**src/pkg/vtf_pkg.sv**
```systemverilog
package vtf_pkg;
	localparam int          VID_W        = 10;
	localparam int          PCP_W        = 3;
	localparam int          TCI_W        = 16;
	localparam int          VID_FIELD_W  = 12;
	localparam int          HDR_BYTES    = 8;
	localparam int          VERDICT_W    = 3;
	localparam int          CNT_W        = 32;

	localparam logic [15:0] TPID_STAG    = 16'h88a8;
	localparam logic [15:0] TPID_CTAG    = 16'h8100;

	// Byte positions within a frame
	localparam logic [4:0]  HDR_FIRST    = 5'h0c;
	localparam logic [4:0]  LEN_ONE_TAG  = 5'h10;
	localparam logic [4:0]  LEN_TWO_TAG  = 5'h14;

	// Tag control field layout
	localparam int          TCI_PCP_LSB  = 13;
	localparam int          TCI_DEI_BIT  = 12;

	// Register byte offsets
	localparam logic [11:0] OFS_CTRL     = 12'h000;
	localparam logic [11:0] OFS_SVAL     = 12'h004;
	localparam logic [11:0] OFS_CVAL     = 12'h008;
	localparam logic [11:0] OFS_STAT     = 12'h00c;
	localparam logic [11:0] OFS_PASS     = 12'h010;
	localparam logic [11:0] OFS_BLOCK    = 12'h014;

	// Control field positions
	localparam int          CTRL_SVID    = 0;
	localparam int          CTRL_SPCP    = 1;
	localparam int          CTRL_SDEI    = 2;
	localparam int          CTRL_CVID    = 3;
	localparam int          CTRL_CPCP    = 4;
	localparam int          CTRL_W       = 5;

	// Value register field positions
	localparam int          VAL_VID_LSB  = 0;
	localparam int          VAL_PCP_LSB  = 12;
	localparam int          VAL_DEI_BIT  = 16;

	// Verdict word bits
	localparam int          VD_PASS      = 0;
	localparam int          VD_HAS_S     = 1;
	localparam int          VD_HAS_C     = 2;

	localparam logic [31:0] REG_RST      = 32'h0000_0000;

	typedef enum logic {
		MATCH_IGNORE = 1'b0,
		MATCH_EQUAL  = 1'b1
	} vtf_match_t;

	typedef enum logic [1:0] {
		ST_HEAD = 2'b01,
		ST_TAIL = 2'b10
	} vtf_state_t;
endpackage

```
**src/pkg/vtf_stream_if.sv**
```systemverilog
`timescale 1ns/1ps
interface vtf_stream_if #(
	parameter int W = 3
);
	logic         valid;
	logic         ready;
	logic [W-1:0] data;

	modport src (output valid, output data, input ready);
	modport snk (input valid, input data, output ready);
endinterface

```
**src/rtl/vtf_filter.sv**
```systemverilog
// Chosen here: the register addresses and the APB register port.
`timescale 1ns/1ps
module vtf_filter #(
	parameter int VID_W = vtf_pkg::VID_W
) (
	input  wire logic        CLOCK_I,
	input  wire logic        RSTN_I,
	input  wire logic        PSEL_I,
	input  wire logic        PENABLE_I,
	input  wire logic        PWRITE_I,
	input  wire logic [11:0] PADDR_I,
	input  wire logic [31:0] PWDATA_I,
	output logic      [31:0] PRDATA_O,
	output logic             PREADY_O,
	output logic             PSLVERR_O,
	input  wire logic        FRAME_VALID_I,
	input  wire logic [7:0]  FRAME_DATA_I,
	input  wire logic        FRAME_LAST_I,
	output logic             FRAME_READY_O,
	output logic             VERDICT_VALID_O,
	output logic             VERDICT_PASS_O,
	output logic             VERDICT_HAS_S_O,
	output logic             VERDICT_HAS_C_O,
	input  wire logic        VERDICT_READY_I
);
	vtf_stream_if #(.W(vtf_pkg::VERDICT_W)) push_if ();
	vtf_stream_if #(.W(vtf_pkg::VERDICT_W)) pop_if ();

	vtf_pkg::vtf_state_t             state_reg;
	logic [4:0]                      cnt_reg;
	logic [7:0]                      hdr_reg [vtf_pkg::HDR_BYTES];
	logic [7:0]                      hdr_cur [vtf_pkg::HDR_BYTES];
	logic [vtf_pkg::CTRL_W-1:0]      ctrl_reg;
	logic [VID_W-1:0]                svid_reg;
	logic [VID_W-1:0]                cvid_reg;
	logic [vtf_pkg::PCP_W-1:0]       spcp_reg;
	logic [vtf_pkg::PCP_W-1:0]       cpcp_reg;
	logic                            sdei_reg;
	logic [vtf_pkg::CNT_W-1:0]       pass_cnt_reg;
	logic [vtf_pkg::CNT_W-1:0]       block_cnt_reg;
	logic [vtf_pkg::VERDICT_W-1:0]   last_reg;
	logic [31:0]                     prdata_reg;
	logic                            pslverr_reg;
	logic                            acc;
	logic                            eof;
	logic [4:0]                      len_cur;
	logic [15:0]                     et1;
	logic [15:0]                     et2;
	logic [vtf_pkg::TCI_W-1:0]       s_tci;
	logic [vtf_pkg::TCI_W-1:0]       c_tci;
	logic                            has_s;
	logic                            has_c;
	logic                            inner_c;
	logic [4:0]                      en;
	logic [4:0]                      ok;
	logic                            dec_pass;
	logic                            setup;
	logic                            wr;
	logic                            hit;
	logic [31:0]                     rd_mux;

	// Stall the source whenever no verdict slot is free
	assign FRAME_READY_O = push_if.ready;
	assign acc           = FRAME_VALID_I & FRAME_READY_O;
	assign eof           = acc & FRAME_LAST_I;

	always_ff @(posedge CLOCK_I) begin
		if (!RSTN_I) begin
			state_reg <= vtf_pkg::ST_HEAD;
			cnt_reg   <= '0;
		end else if (eof) begin
			state_reg <= vtf_pkg::ST_HEAD;
			cnt_reg   <= '0;
		end else if (acc) begin
			case (state_reg)
				vtf_pkg::ST_HEAD: begin
					cnt_reg <= cnt_reg + 5'h01;
					if (cnt_reg == vtf_pkg::LEN_TWO_TAG - 5'h01) begin
						state_reg <= vtf_pkg::ST_TAIL;
					end
				end
				vtf_pkg::ST_TAIL: begin
					cnt_reg <= vtf_pkg::LEN_TWO_TAG;
				end
				default: begin
					state_reg <= vtf_pkg::ST_HEAD;
				end
			endcase
		end
	end

	// Bytes 12 to 19: outer type, outer tag, inner type, inner tag
	for (genvar i = 0; i < vtf_pkg::HDR_BYTES; i++) begin : g_hdr
		always_ff @(posedge CLOCK_I) begin
			if (!RSTN_I) begin
				hdr_reg[i] <= 8'h00;
			end else if (acc && cnt_reg == vtf_pkg::HDR_FIRST + 5'(i)) begin
				hdr_reg[i] <= FRAME_DATA_I;
			end
		end
		assign hdr_cur[i] = (acc && cnt_reg == vtf_pkg::HDR_FIRST + 5'(i)) ?
			FRAME_DATA_I : hdr_reg[i];
	end

	// Stale header bytes are harmless: every use is gated by length
	assign len_cur = (state_reg == vtf_pkg::ST_TAIL) ? vtf_pkg::LEN_TWO_TAG : cnt_reg + 5'h01;
	assign et1     = {hdr_cur[0], hdr_cur[1]};
	assign et2     = {hdr_cur[4], hdr_cur[5]};
	assign has_s   = (len_cur >= vtf_pkg::LEN_ONE_TAG) && (et1 == vtf_pkg::TPID_STAG);
	assign inner_c = has_s && (len_cur >= vtf_pkg::LEN_TWO_TAG) && (et2 == vtf_pkg::TPID_CTAG);
	// A lone TPID_CTAG tag is the customer tag, a lone TPID_STAG tag the service tag
	assign has_c   = inner_c ||
		((len_cur >= vtf_pkg::LEN_ONE_TAG) && (et1 == vtf_pkg::TPID_CTAG));
	assign s_tci   = {hdr_cur[2], hdr_cur[3]};
	assign c_tci   = inner_c ? {hdr_cur[6], hdr_cur[7]} : {hdr_cur[2], hdr_cur[3]};

	assign en = ctrl_reg;
	// Missing tag fails its comparison
	always_comb begin
		ok = '0;
		ok[vtf_pkg::CTRL_SVID] = has_s && (s_tci[vtf_pkg::VID_FIELD_W-1:0] ==
			vtf_pkg::VID_FIELD_W'(svid_reg));
		ok[vtf_pkg::CTRL_SPCP] = has_s &&
			(s_tci[vtf_pkg::TCI_PCP_LSB +: vtf_pkg::PCP_W] == spcp_reg);
		ok[vtf_pkg::CTRL_SDEI] = has_s && (s_tci[vtf_pkg::TCI_DEI_BIT] == sdei_reg);
		ok[vtf_pkg::CTRL_CVID] = has_c && (c_tci[vtf_pkg::VID_FIELD_W-1:0] ==
			vtf_pkg::VID_FIELD_W'(cvid_reg));
		ok[vtf_pkg::CTRL_CPCP] = has_c &&
			(c_tci[vtf_pkg::TCI_PCP_LSB +: vtf_pkg::PCP_W] == cpcp_reg);
	end

	// Ignored settings select nothing on their own
	assign dec_pass = (|en) && (&(~en | ok));

	assign push_if.valid = eof;
	assign push_if.data  = {has_c, has_s, dec_pass};

	vtf_buf2 #(
		.W     (vtf_pkg::VERDICT_W),
		.DEPTH (2)
	) u_buf (
		.clk_i  (CLOCK_I),
		.rstn_i (RSTN_I),
		.in_s   (push_if),
		.out_s  (pop_if)
	);

	assign VERDICT_VALID_O = pop_if.valid;
	assign VERDICT_PASS_O  = pop_if.data[vtf_pkg::VD_PASS];
	assign VERDICT_HAS_S_O = pop_if.data[vtf_pkg::VD_HAS_S];
	assign VERDICT_HAS_C_O = pop_if.data[vtf_pkg::VD_HAS_C];
	assign pop_if.ready    = VERDICT_READY_I;

	// Bus: data latched in setup, so access completes with no wait
	assign setup = PSEL_I & ~PENABLE_I;
	assign wr    = PSEL_I & PENABLE_I & PWRITE_I & ~pslverr_reg;
	assign hit   = (PADDR_I == vtf_pkg::OFS_CTRL) || (PADDR_I == vtf_pkg::OFS_SVAL) ||
		(PADDR_I == vtf_pkg::OFS_CVAL) || (PADDR_I == vtf_pkg::OFS_STAT) ||
		(PADDR_I == vtf_pkg::OFS_PASS) || (PADDR_I == vtf_pkg::OFS_BLOCK);
	assign PREADY_O  = PSEL_I & PENABLE_I;
	assign PRDATA_O  = prdata_reg;
	assign PSLVERR_O = pslverr_reg & PSEL_I & PENABLE_I;

	always_comb begin
		rd_mux = 32'h0000_0000;
		case (PADDR_I)
			vtf_pkg::OFS_CTRL: begin
				rd_mux[vtf_pkg::CTRL_W-1:0] = ctrl_reg;
			end
			vtf_pkg::OFS_SVAL: begin
				rd_mux[vtf_pkg::VAL_VID_LSB +: VID_W]         = svid_reg;
				rd_mux[vtf_pkg::VAL_PCP_LSB +: vtf_pkg::PCP_W] = spcp_reg;
				rd_mux[vtf_pkg::VAL_DEI_BIT]                   = sdei_reg;
			end
			vtf_pkg::OFS_CVAL: begin
				rd_mux[vtf_pkg::VAL_VID_LSB +: VID_W]         = cvid_reg;
				rd_mux[vtf_pkg::VAL_PCP_LSB +: vtf_pkg::PCP_W] = cpcp_reg;
			end
			vtf_pkg::OFS_STAT: begin
				rd_mux[vtf_pkg::VERDICT_W-1:0] = last_reg;
			end
			vtf_pkg::OFS_PASS: begin
				rd_mux = pass_cnt_reg;
			end
			vtf_pkg::OFS_BLOCK: begin
				rd_mux = block_cnt_reg;
			end
			default: begin
				rd_mux = 32'h0000_0000;
			end
		endcase
	end

	always_ff @(posedge CLOCK_I) begin
		if (!RSTN_I) begin
			prdata_reg  <= vtf_pkg::REG_RST;
			pslverr_reg <= 1'b0;
		end else if (setup) begin
			prdata_reg  <= PWRITE_I ? 32'h0000_0000 : rd_mux;
			pslverr_reg <= ~hit;
		end
	end

	always_ff @(posedge CLOCK_I) begin
		if (!RSTN_I) begin
			ctrl_reg <= vtf_pkg::CTRL_W'(vtf_pkg::REG_RST);
			svid_reg <= '0;
			spcp_reg <= '0;
			sdei_reg <= 1'b0;
			cvid_reg <= '0;
			cpcp_reg <= '0;
		end else if (wr) begin
			if (PADDR_I == vtf_pkg::OFS_CTRL) begin
				ctrl_reg <= PWDATA_I[vtf_pkg::CTRL_W-1:0];
			end
			if (PADDR_I == vtf_pkg::OFS_SVAL) begin
				svid_reg <= PWDATA_I[vtf_pkg::VAL_VID_LSB +: VID_W];
				spcp_reg <= PWDATA_I[vtf_pkg::VAL_PCP_LSB +: vtf_pkg::PCP_W];
				sdei_reg <= PWDATA_I[vtf_pkg::VAL_DEI_BIT];
			end
			if (PADDR_I == vtf_pkg::OFS_CVAL) begin
				cvid_reg <= PWDATA_I[vtf_pkg::VAL_VID_LSB +: VID_W];
				cpcp_reg <= PWDATA_I[vtf_pkg::VAL_PCP_LSB +: vtf_pkg::PCP_W];
			end
		end
	end

	// Counting beats clearing: a frame ending in the clear cycle counts as one
	always_ff @(posedge CLOCK_I) begin
		if (!RSTN_I) begin
			pass_cnt_reg  <= '0;
			block_cnt_reg <= '0;
			last_reg      <= '0;
		end else begin
			if (eof) begin
				last_reg <= push_if.data;
			end
			if (wr && PADDR_I == vtf_pkg::OFS_PASS) begin
				pass_cnt_reg <= (eof && dec_pass) ? 32'h0000_0001 : 32'h0000_0000;
			end else if (eof && dec_pass) begin
				pass_cnt_reg <= pass_cnt_reg + 32'h0000_0001;
			end
			if (wr && PADDR_I == vtf_pkg::OFS_BLOCK) begin
				block_cnt_reg <= (eof && !dec_pass) ? 32'h0000_0001 : 32'h0000_0000;
			end else if (eof && !dec_pass) begin
				block_cnt_reg <= block_cnt_reg + 32'h0000_0001;
			end
		end
	end
endmodule

```
**src/rtl/vtf_buf2.sv**
```systemverilog
`timescale 1ns/1ps
module vtf_buf2 #(
	parameter int W     = 3,
	parameter int DEPTH = 2
) (
	input  wire logic  clk_i,
	input  wire logic  rstn_i,
	vtf_stream_if.snk  in_s,
	vtf_stream_if.src  out_s
);
	localparam int PW = $clog2(DEPTH);

	logic [W-1:0]  mem_reg [DEPTH];
	logic [PW-1:0] wr_reg;
	logic [PW-1:0] rd_reg;
	logic [PW:0]   count_reg;
	logic          push;
	logic          pop;

	// Full and empty come straight from the fill count
	assign in_s.ready  = (count_reg != (PW+1)'(DEPTH));
	assign out_s.valid = (count_reg != '0);
	assign out_s.data  = mem_reg[rd_reg];
	assign push        = in_s.valid & in_s.ready;
	assign pop         = out_s.valid & out_s.ready;

	always_ff @(posedge clk_i) begin
		if (push) begin
			mem_reg[wr_reg] <= in_s.data;
		end
	end

	always_ff @(posedge clk_i) begin
		if (!rstn_i) begin
			wr_reg <= '0;
			rd_reg <= '0;
		end else begin
			if (push) begin
				wr_reg <= (wr_reg == PW'(DEPTH - 1)) ? '0 : wr_reg + PW'(1);
			end
			if (pop) begin
				rd_reg <= (rd_reg == PW'(DEPTH - 1)) ? '0 : rd_reg + PW'(1);
			end
		end
	end

	always_ff @(posedge clk_i) begin
		if (!rstn_i) begin
			count_reg <= '0;
		end else if (push && !pop) begin
			count_reg <= count_reg + (PW+1)'(1);
		end else if (pop && !push) begin
			count_reg <= count_reg - (PW+1)'(1);
		end
	end
endmodule

```
**config.mk**
```make
export PLATFORM = sky130hd
export DESIGN_NAME = vtf_filter
export DESIGN_NICKNAME = d
export VERILOG_FILES = /design/src/pkg/vtf_pkg.sv /design/src/pkg/vtf_stream_if.sv /design/src/rtl/vtf_filter.sv /design/src/rtl/vtf_buf2.sv
export SDC_FILE = /design/constraint.sdc
export NUM_CORES = 1
export LEC_CHECK = 0
export BUFFER_PORTS_ARGS = -buffer_cell sky130_fd_sc_hd__buf_2
export CORE_ASPECT_RATIO = 2
export CORE_UTILIZATION = 55
export DETAILED_ROUTE_END_ITERATION = 8
export GPL_TIMING_DRIVEN = 0
export HOLD_SLACK_MARGIN = 0.12
export PLACE_DENSITY = 0.86
export SLEW_MARGIN = 0
export SYNTH_ARGS = -nofsm -noshare
export SYNTH_HDL_FRONTEND = slang
export SYNTH_SLANG_ARGS = --single-unit
```
**constraint.sdc**
```tcl
create_clock -name CLOCK_I -period 3.57 [get_ports CLOCK_I]
set_input_delay 0.5355 -clock CLOCK_I [delete_from_list [all_inputs] [get_ports CLOCK_I]]
set_output_delay 0.5355 -clock CLOCK_I [all_outputs]
set_load 0.02 [all_outputs]
```
==> flow_summary.rst <==
.. list-table::
   :header-rows: 1

   * - Metric
     - Value
   * - Placed wire-length estimate after detailed placement
     - roughly 28000 um
   * - Sequential element share of the synthesized area
     - 0.432
   * - Number of maximum-capacitance constraint violations
     - 0
   * - Clock tree skew after final layout
     - ~0.016 ns
   * - DRC violations left
     - 0
   * - Yosys Warn Count
     - 0
   * - DR vias
     - approximately 11k
   * - Via count of the first global-routing pass
     - between 10k and 15k
   * - Starting DRT DRC Count
     - 934
   * - Leading cell types in the layout, fill and taps excluded
     - sky130_fd_sc_hd__nand2_1, sky130_fd_sc_hd__dfxtp_1, sky130_fd_sc_hd__a21oi_1
   * - Min Tclk post-route
     - 3.67 ns
   * - Max Root-Sink Buffers
     - 3
   * - Share of synthesized registers carrying an async set or reset
     - 0
   * - Number of CTS-inserted buffers
     - 19
   * - Post-route cell area
     - ~0.014 sq mm
   * - Routed wire length per instance
     - 23.3 um
   * - Number of primary I/O pins
     - between 90 and 100
   * - Static Leakage
     - 5.13 nW
   * - Routability Congestion
     - slightly below 1
   * - Start-to-end type of the worst setup path
     - input port to flip-flop
   * - Placed Cells
     - around 1.6k
   * - Violated checks
     - setup timing
   * - Tcrit/Tclk final
     - 1.03
   * - Worst Path Max Fanout
     - 6
   * - Clock latency at the later pin of the worst-skew pair
     - roughly 0.50 ns
   * - RSZ-0062 raised after global routing
     - true
   * - Synthesized area per cell
     - 8.79 sq um
   * - Setup ws final
     - -0.102 ns
   * - Worst slew margin relative to its limit
     - 0.372
   * - Non-filler cells in the finished layout
     - 1722
   * - Netlist Area Pre-Place
     - approximately 0.011 sq mm
   * - Depth of the CTS H-tree
     - 1
   * - Core area
     - between 0.02 and 0.025 sq mm
   * - Main synth FF type
     - sky130_fd_sc_hd__dfxtp_1
   * - Maximum number of pins on one net before global-route repair
     - 16
   * - Worst Setup End Kind
     - flip-flop
   * - Required time worst endpoint
     - ~4.0 ns
   * - Setup-violating endpoint count in the final report
     - 24
   * - Maximum clock frequency
     - ~270 MHz
   * - GR Util All Layers
     - 0.360
   * - Synth-to-Final Area Change
     - 18.9%
   * - Global route total overflow
     - 0
   * - Post-cts hold buffer count
     - 0
   * - Total negative setup slack
     - -0.905 ns
   * - Number of max-slew violations in the final report
     - 0
   * - Startpoint type of the worst setup path
     - input port
   * - Number of detailed-route iterations in the first pass
     - 6
   * - Antenna violations before repair
     - 0
   * - Worst vdd ir
     - around 0.00038 V
   * - Number of nets in the finished design
     - 1515
   * - Outcome
     - finished with violations
   * - Post-placement cell area
     - around 0.012 sq mm
   * - Largest register FFs
     - 63
   * - Commonest non-fill, non-tap cell in the layout
     - sky130_fd_sc_hd__nand2_1
   * - Number of storage elements in the synthesis netlist
     - 213
   * - Area of the multi-input gates
     - 0.00639 sq mm
   * - Classification of the worst-slack hold path
     - input port to flip-flop
   * - Sequential standard cell area
     - 0.00497 sq mm
   * - Die span in y
     - about 200 um
   * - Syn nets
     - 1374
   * - Std-Cell Rows
     - between 70 and 80
   * - Routed Antenna Nets
     - 0
   * - Routed WL
     - between 40000 and 50000 um
   * - Worst-margin pin slew
     - 0.933 ns
   * - Share of cells above drive strength 1
     - 0.171
   * - Global-route wire length before repair
     - about 59000 um
   * - Clock slew seen by the registers of the worst setup and hold paths
     - roughly 0.070 ns
   * - Crit path arrival time
     - 4.05 ns
   * - Number of different library cells in the post-synthesis netlist
     - 71
   * - Gate count after technology mapping
     - 1304
   * - Total count of hold-check failures in the final report
     - 0
   * - CTS tree
     - done
   * - Clock root buffer master
     - sky130_fd_sc_hd__clkbuf_16
   * - Area of the die
     - approximately 0.021 sq mm
   * - Number of filler cells placed in the layout
     - roughly 1.6k
   * - Initial Util
     - 0.560
   * - Pwr dens
     - around 380 mW/mm^2
   * - Chip width
     - 104 um
   * - Number of synthesized flops with an enable pin
     - roughly 70
   * - I/O Buffers
     - 76
   * - Average via count per standard cell
     - about 6.5
   * - Clock sinks
     - approximately 210
[cell usage after synthesis (15+ instances only)]
| cell | count | share of area |
|---|---|---|
| sky130_fd_sc_hd__a21oi_1 | 121 | 0.053 |
| sky130_fd_sc_hd__a22oi_1 | 25 | 0.016 |
| sky130_fd_sc_hd__and2_1 | 62 | 0.034 |
| sky130_fd_sc_hd__and3_1 | 51 | 0.028 |
| sky130_fd_sc_hd__clkbuf_1 | 71 | 0.023 |
| sky130_fd_sc_hd__dfxtp_1 | 144 | 0.25 |
| sky130_fd_sc_hd__edfxtp_1 | 69 | 0.18 |
| sky130_fd_sc_hd__mux2_2 | 16 | 0.016 |
| sky130_fd_sc_hd__mux2i_1 | 71 | 0.062 |
| sky130_fd_sc_hd__nand2_1 | 188 | 0.062 |
| sky130_fd_sc_hd__nand2b_1 | 59 | 0.032 |
| sky130_fd_sc_hd__nand3_1 | 34 | 0.015 |
| sky130_fd_sc_hd__nand4_1 | 29 | 0.016 |
| sky130_fd_sc_hd__nor2_1 | 101 | 0.033 |
| sky130_fd_sc_hd__nor3_1 | 18 | 0.0079 |
| sky130_fd_sc_hd__o21ai_0 | 20 | 0.0087 |
| sky130_fd_sc_hd__xnor2_1 | 15 | 0.011 |
[cell type report]
type | instances | area share
clock inverter | 4 | 0.00312
inverter | 16 | 0.00441
multi-input combinational | 987 | 0.469
sequential | 213 | 0.364
tap | 266 | 0.0244
timing repair buffer | 120 | 0.0624
clock buffer | 26 | 0.0384
antenna | 2 | 0.000367
buffer | 88 | 0.0333
[power by group]
group	leakage (nW)	internal, mW	switching (mW)
Combinational	2.98	0.193	0.431
Sequential	1.87	2.56	0.0470
Clock	0.278	1.09	0.890
Total	5.13	3.85	1.37
[logic make-up after synthesis]
family	after synthesis	synth area share
adder cells (fa/ha/maj)	10	0.0109
AO/OA/AOI/OAI	244	0.140
XOR/XNOR	26	0.0199
AND/OR/NAND/NOR	619	0.279
multiplexers	87	0.0778
buffers and inverters	105	0.0395
flip-flops	213	0.432
[critical path: stages]
cell and delay (ns):
sky130_fd_sc_hd__buf_2 0.17, sky130_fd_sc_hd__or4_1 0.60, sky130_fd_sc_hd__or3b_4 0.43, sky130_fd_sc_hd__mux2i_2 0.25, sky130_fd_sc_hd__o2111ai_4 0.24, sky130_fd_sc_hd__or4_4 0.54, sky130_fd_sc_hd__o21ai_4 0.16, sky130_fd_sc_hd__nand4b_4 0.24
sky130_fd_sc_hd__o21ai_4 0.24, sky130_fd_sc_hd__buf_4 0.16, sky130_fd_sc_hd__clkbuf_16 0.13, sky130_fd_sc_hd__clkbuf_16 0.13, sky130_fd_sc_hd__a31oi_1 0.08, sky130_fd_sc_hd__nand2b_1 0.15
[through the flow]
step	worst slack [ns]	total power, mW	utilization	hold slack [ns]
6_report	-0.102	5.22	0.666	0.293
4_1_cts	0.000979	5.16	0.639	0.287
3_3_place_gp	-0.908	3.19	0.595	0.453
3_5_place_dp	-0.969	3.21	0.595	0.457
2_1_floorplan	0.0808	3.01	-	0.436
5_1_grt	-0.243	5.35	0.666	0.291
[path summary, 6_finish.rpt]
path	start	endpoint	slack, ns	cells after the start
max reg2reg	cnt_reg[0]	pass_cnt_reg[7]	-0.08	16
min	PWDATA_I[7]	cvid_reg[7]	0.29	3
max	FRAME_DATA_I[1]	pass_cnt_reg[7]	-0.10	14
min reg2reg	last_reg[0]	last_reg[0]	0.47	2
[routing by layer]
| layer | track usage | up-vias | wire (um) |
|---|---|---|---|
| met3 | 0.0792 | 306 | 3730 |
| li1 | - | 4941 | - |
| met5 | 0 | - | 0 |
| met4 | 0.395 | 0 | 5190 |
| met2 | 0.633 | 749 | 19400 |
| met1 | 0.323 | 5212 | 11800 |
[what timing repair did]
| item | CTS | global route |
|---|---|---|
| endpoints found under the setup margin | 67 | 68 |
| cloned | 1 | 7 |
| gates resized for setup | 39 | 72 |
| setup buffers | 16 | 21 |
| pin swaps | 14 | 19 |
| hold endpoints to repair | 0 | 0 |
(Power assumes the default switching activity.)
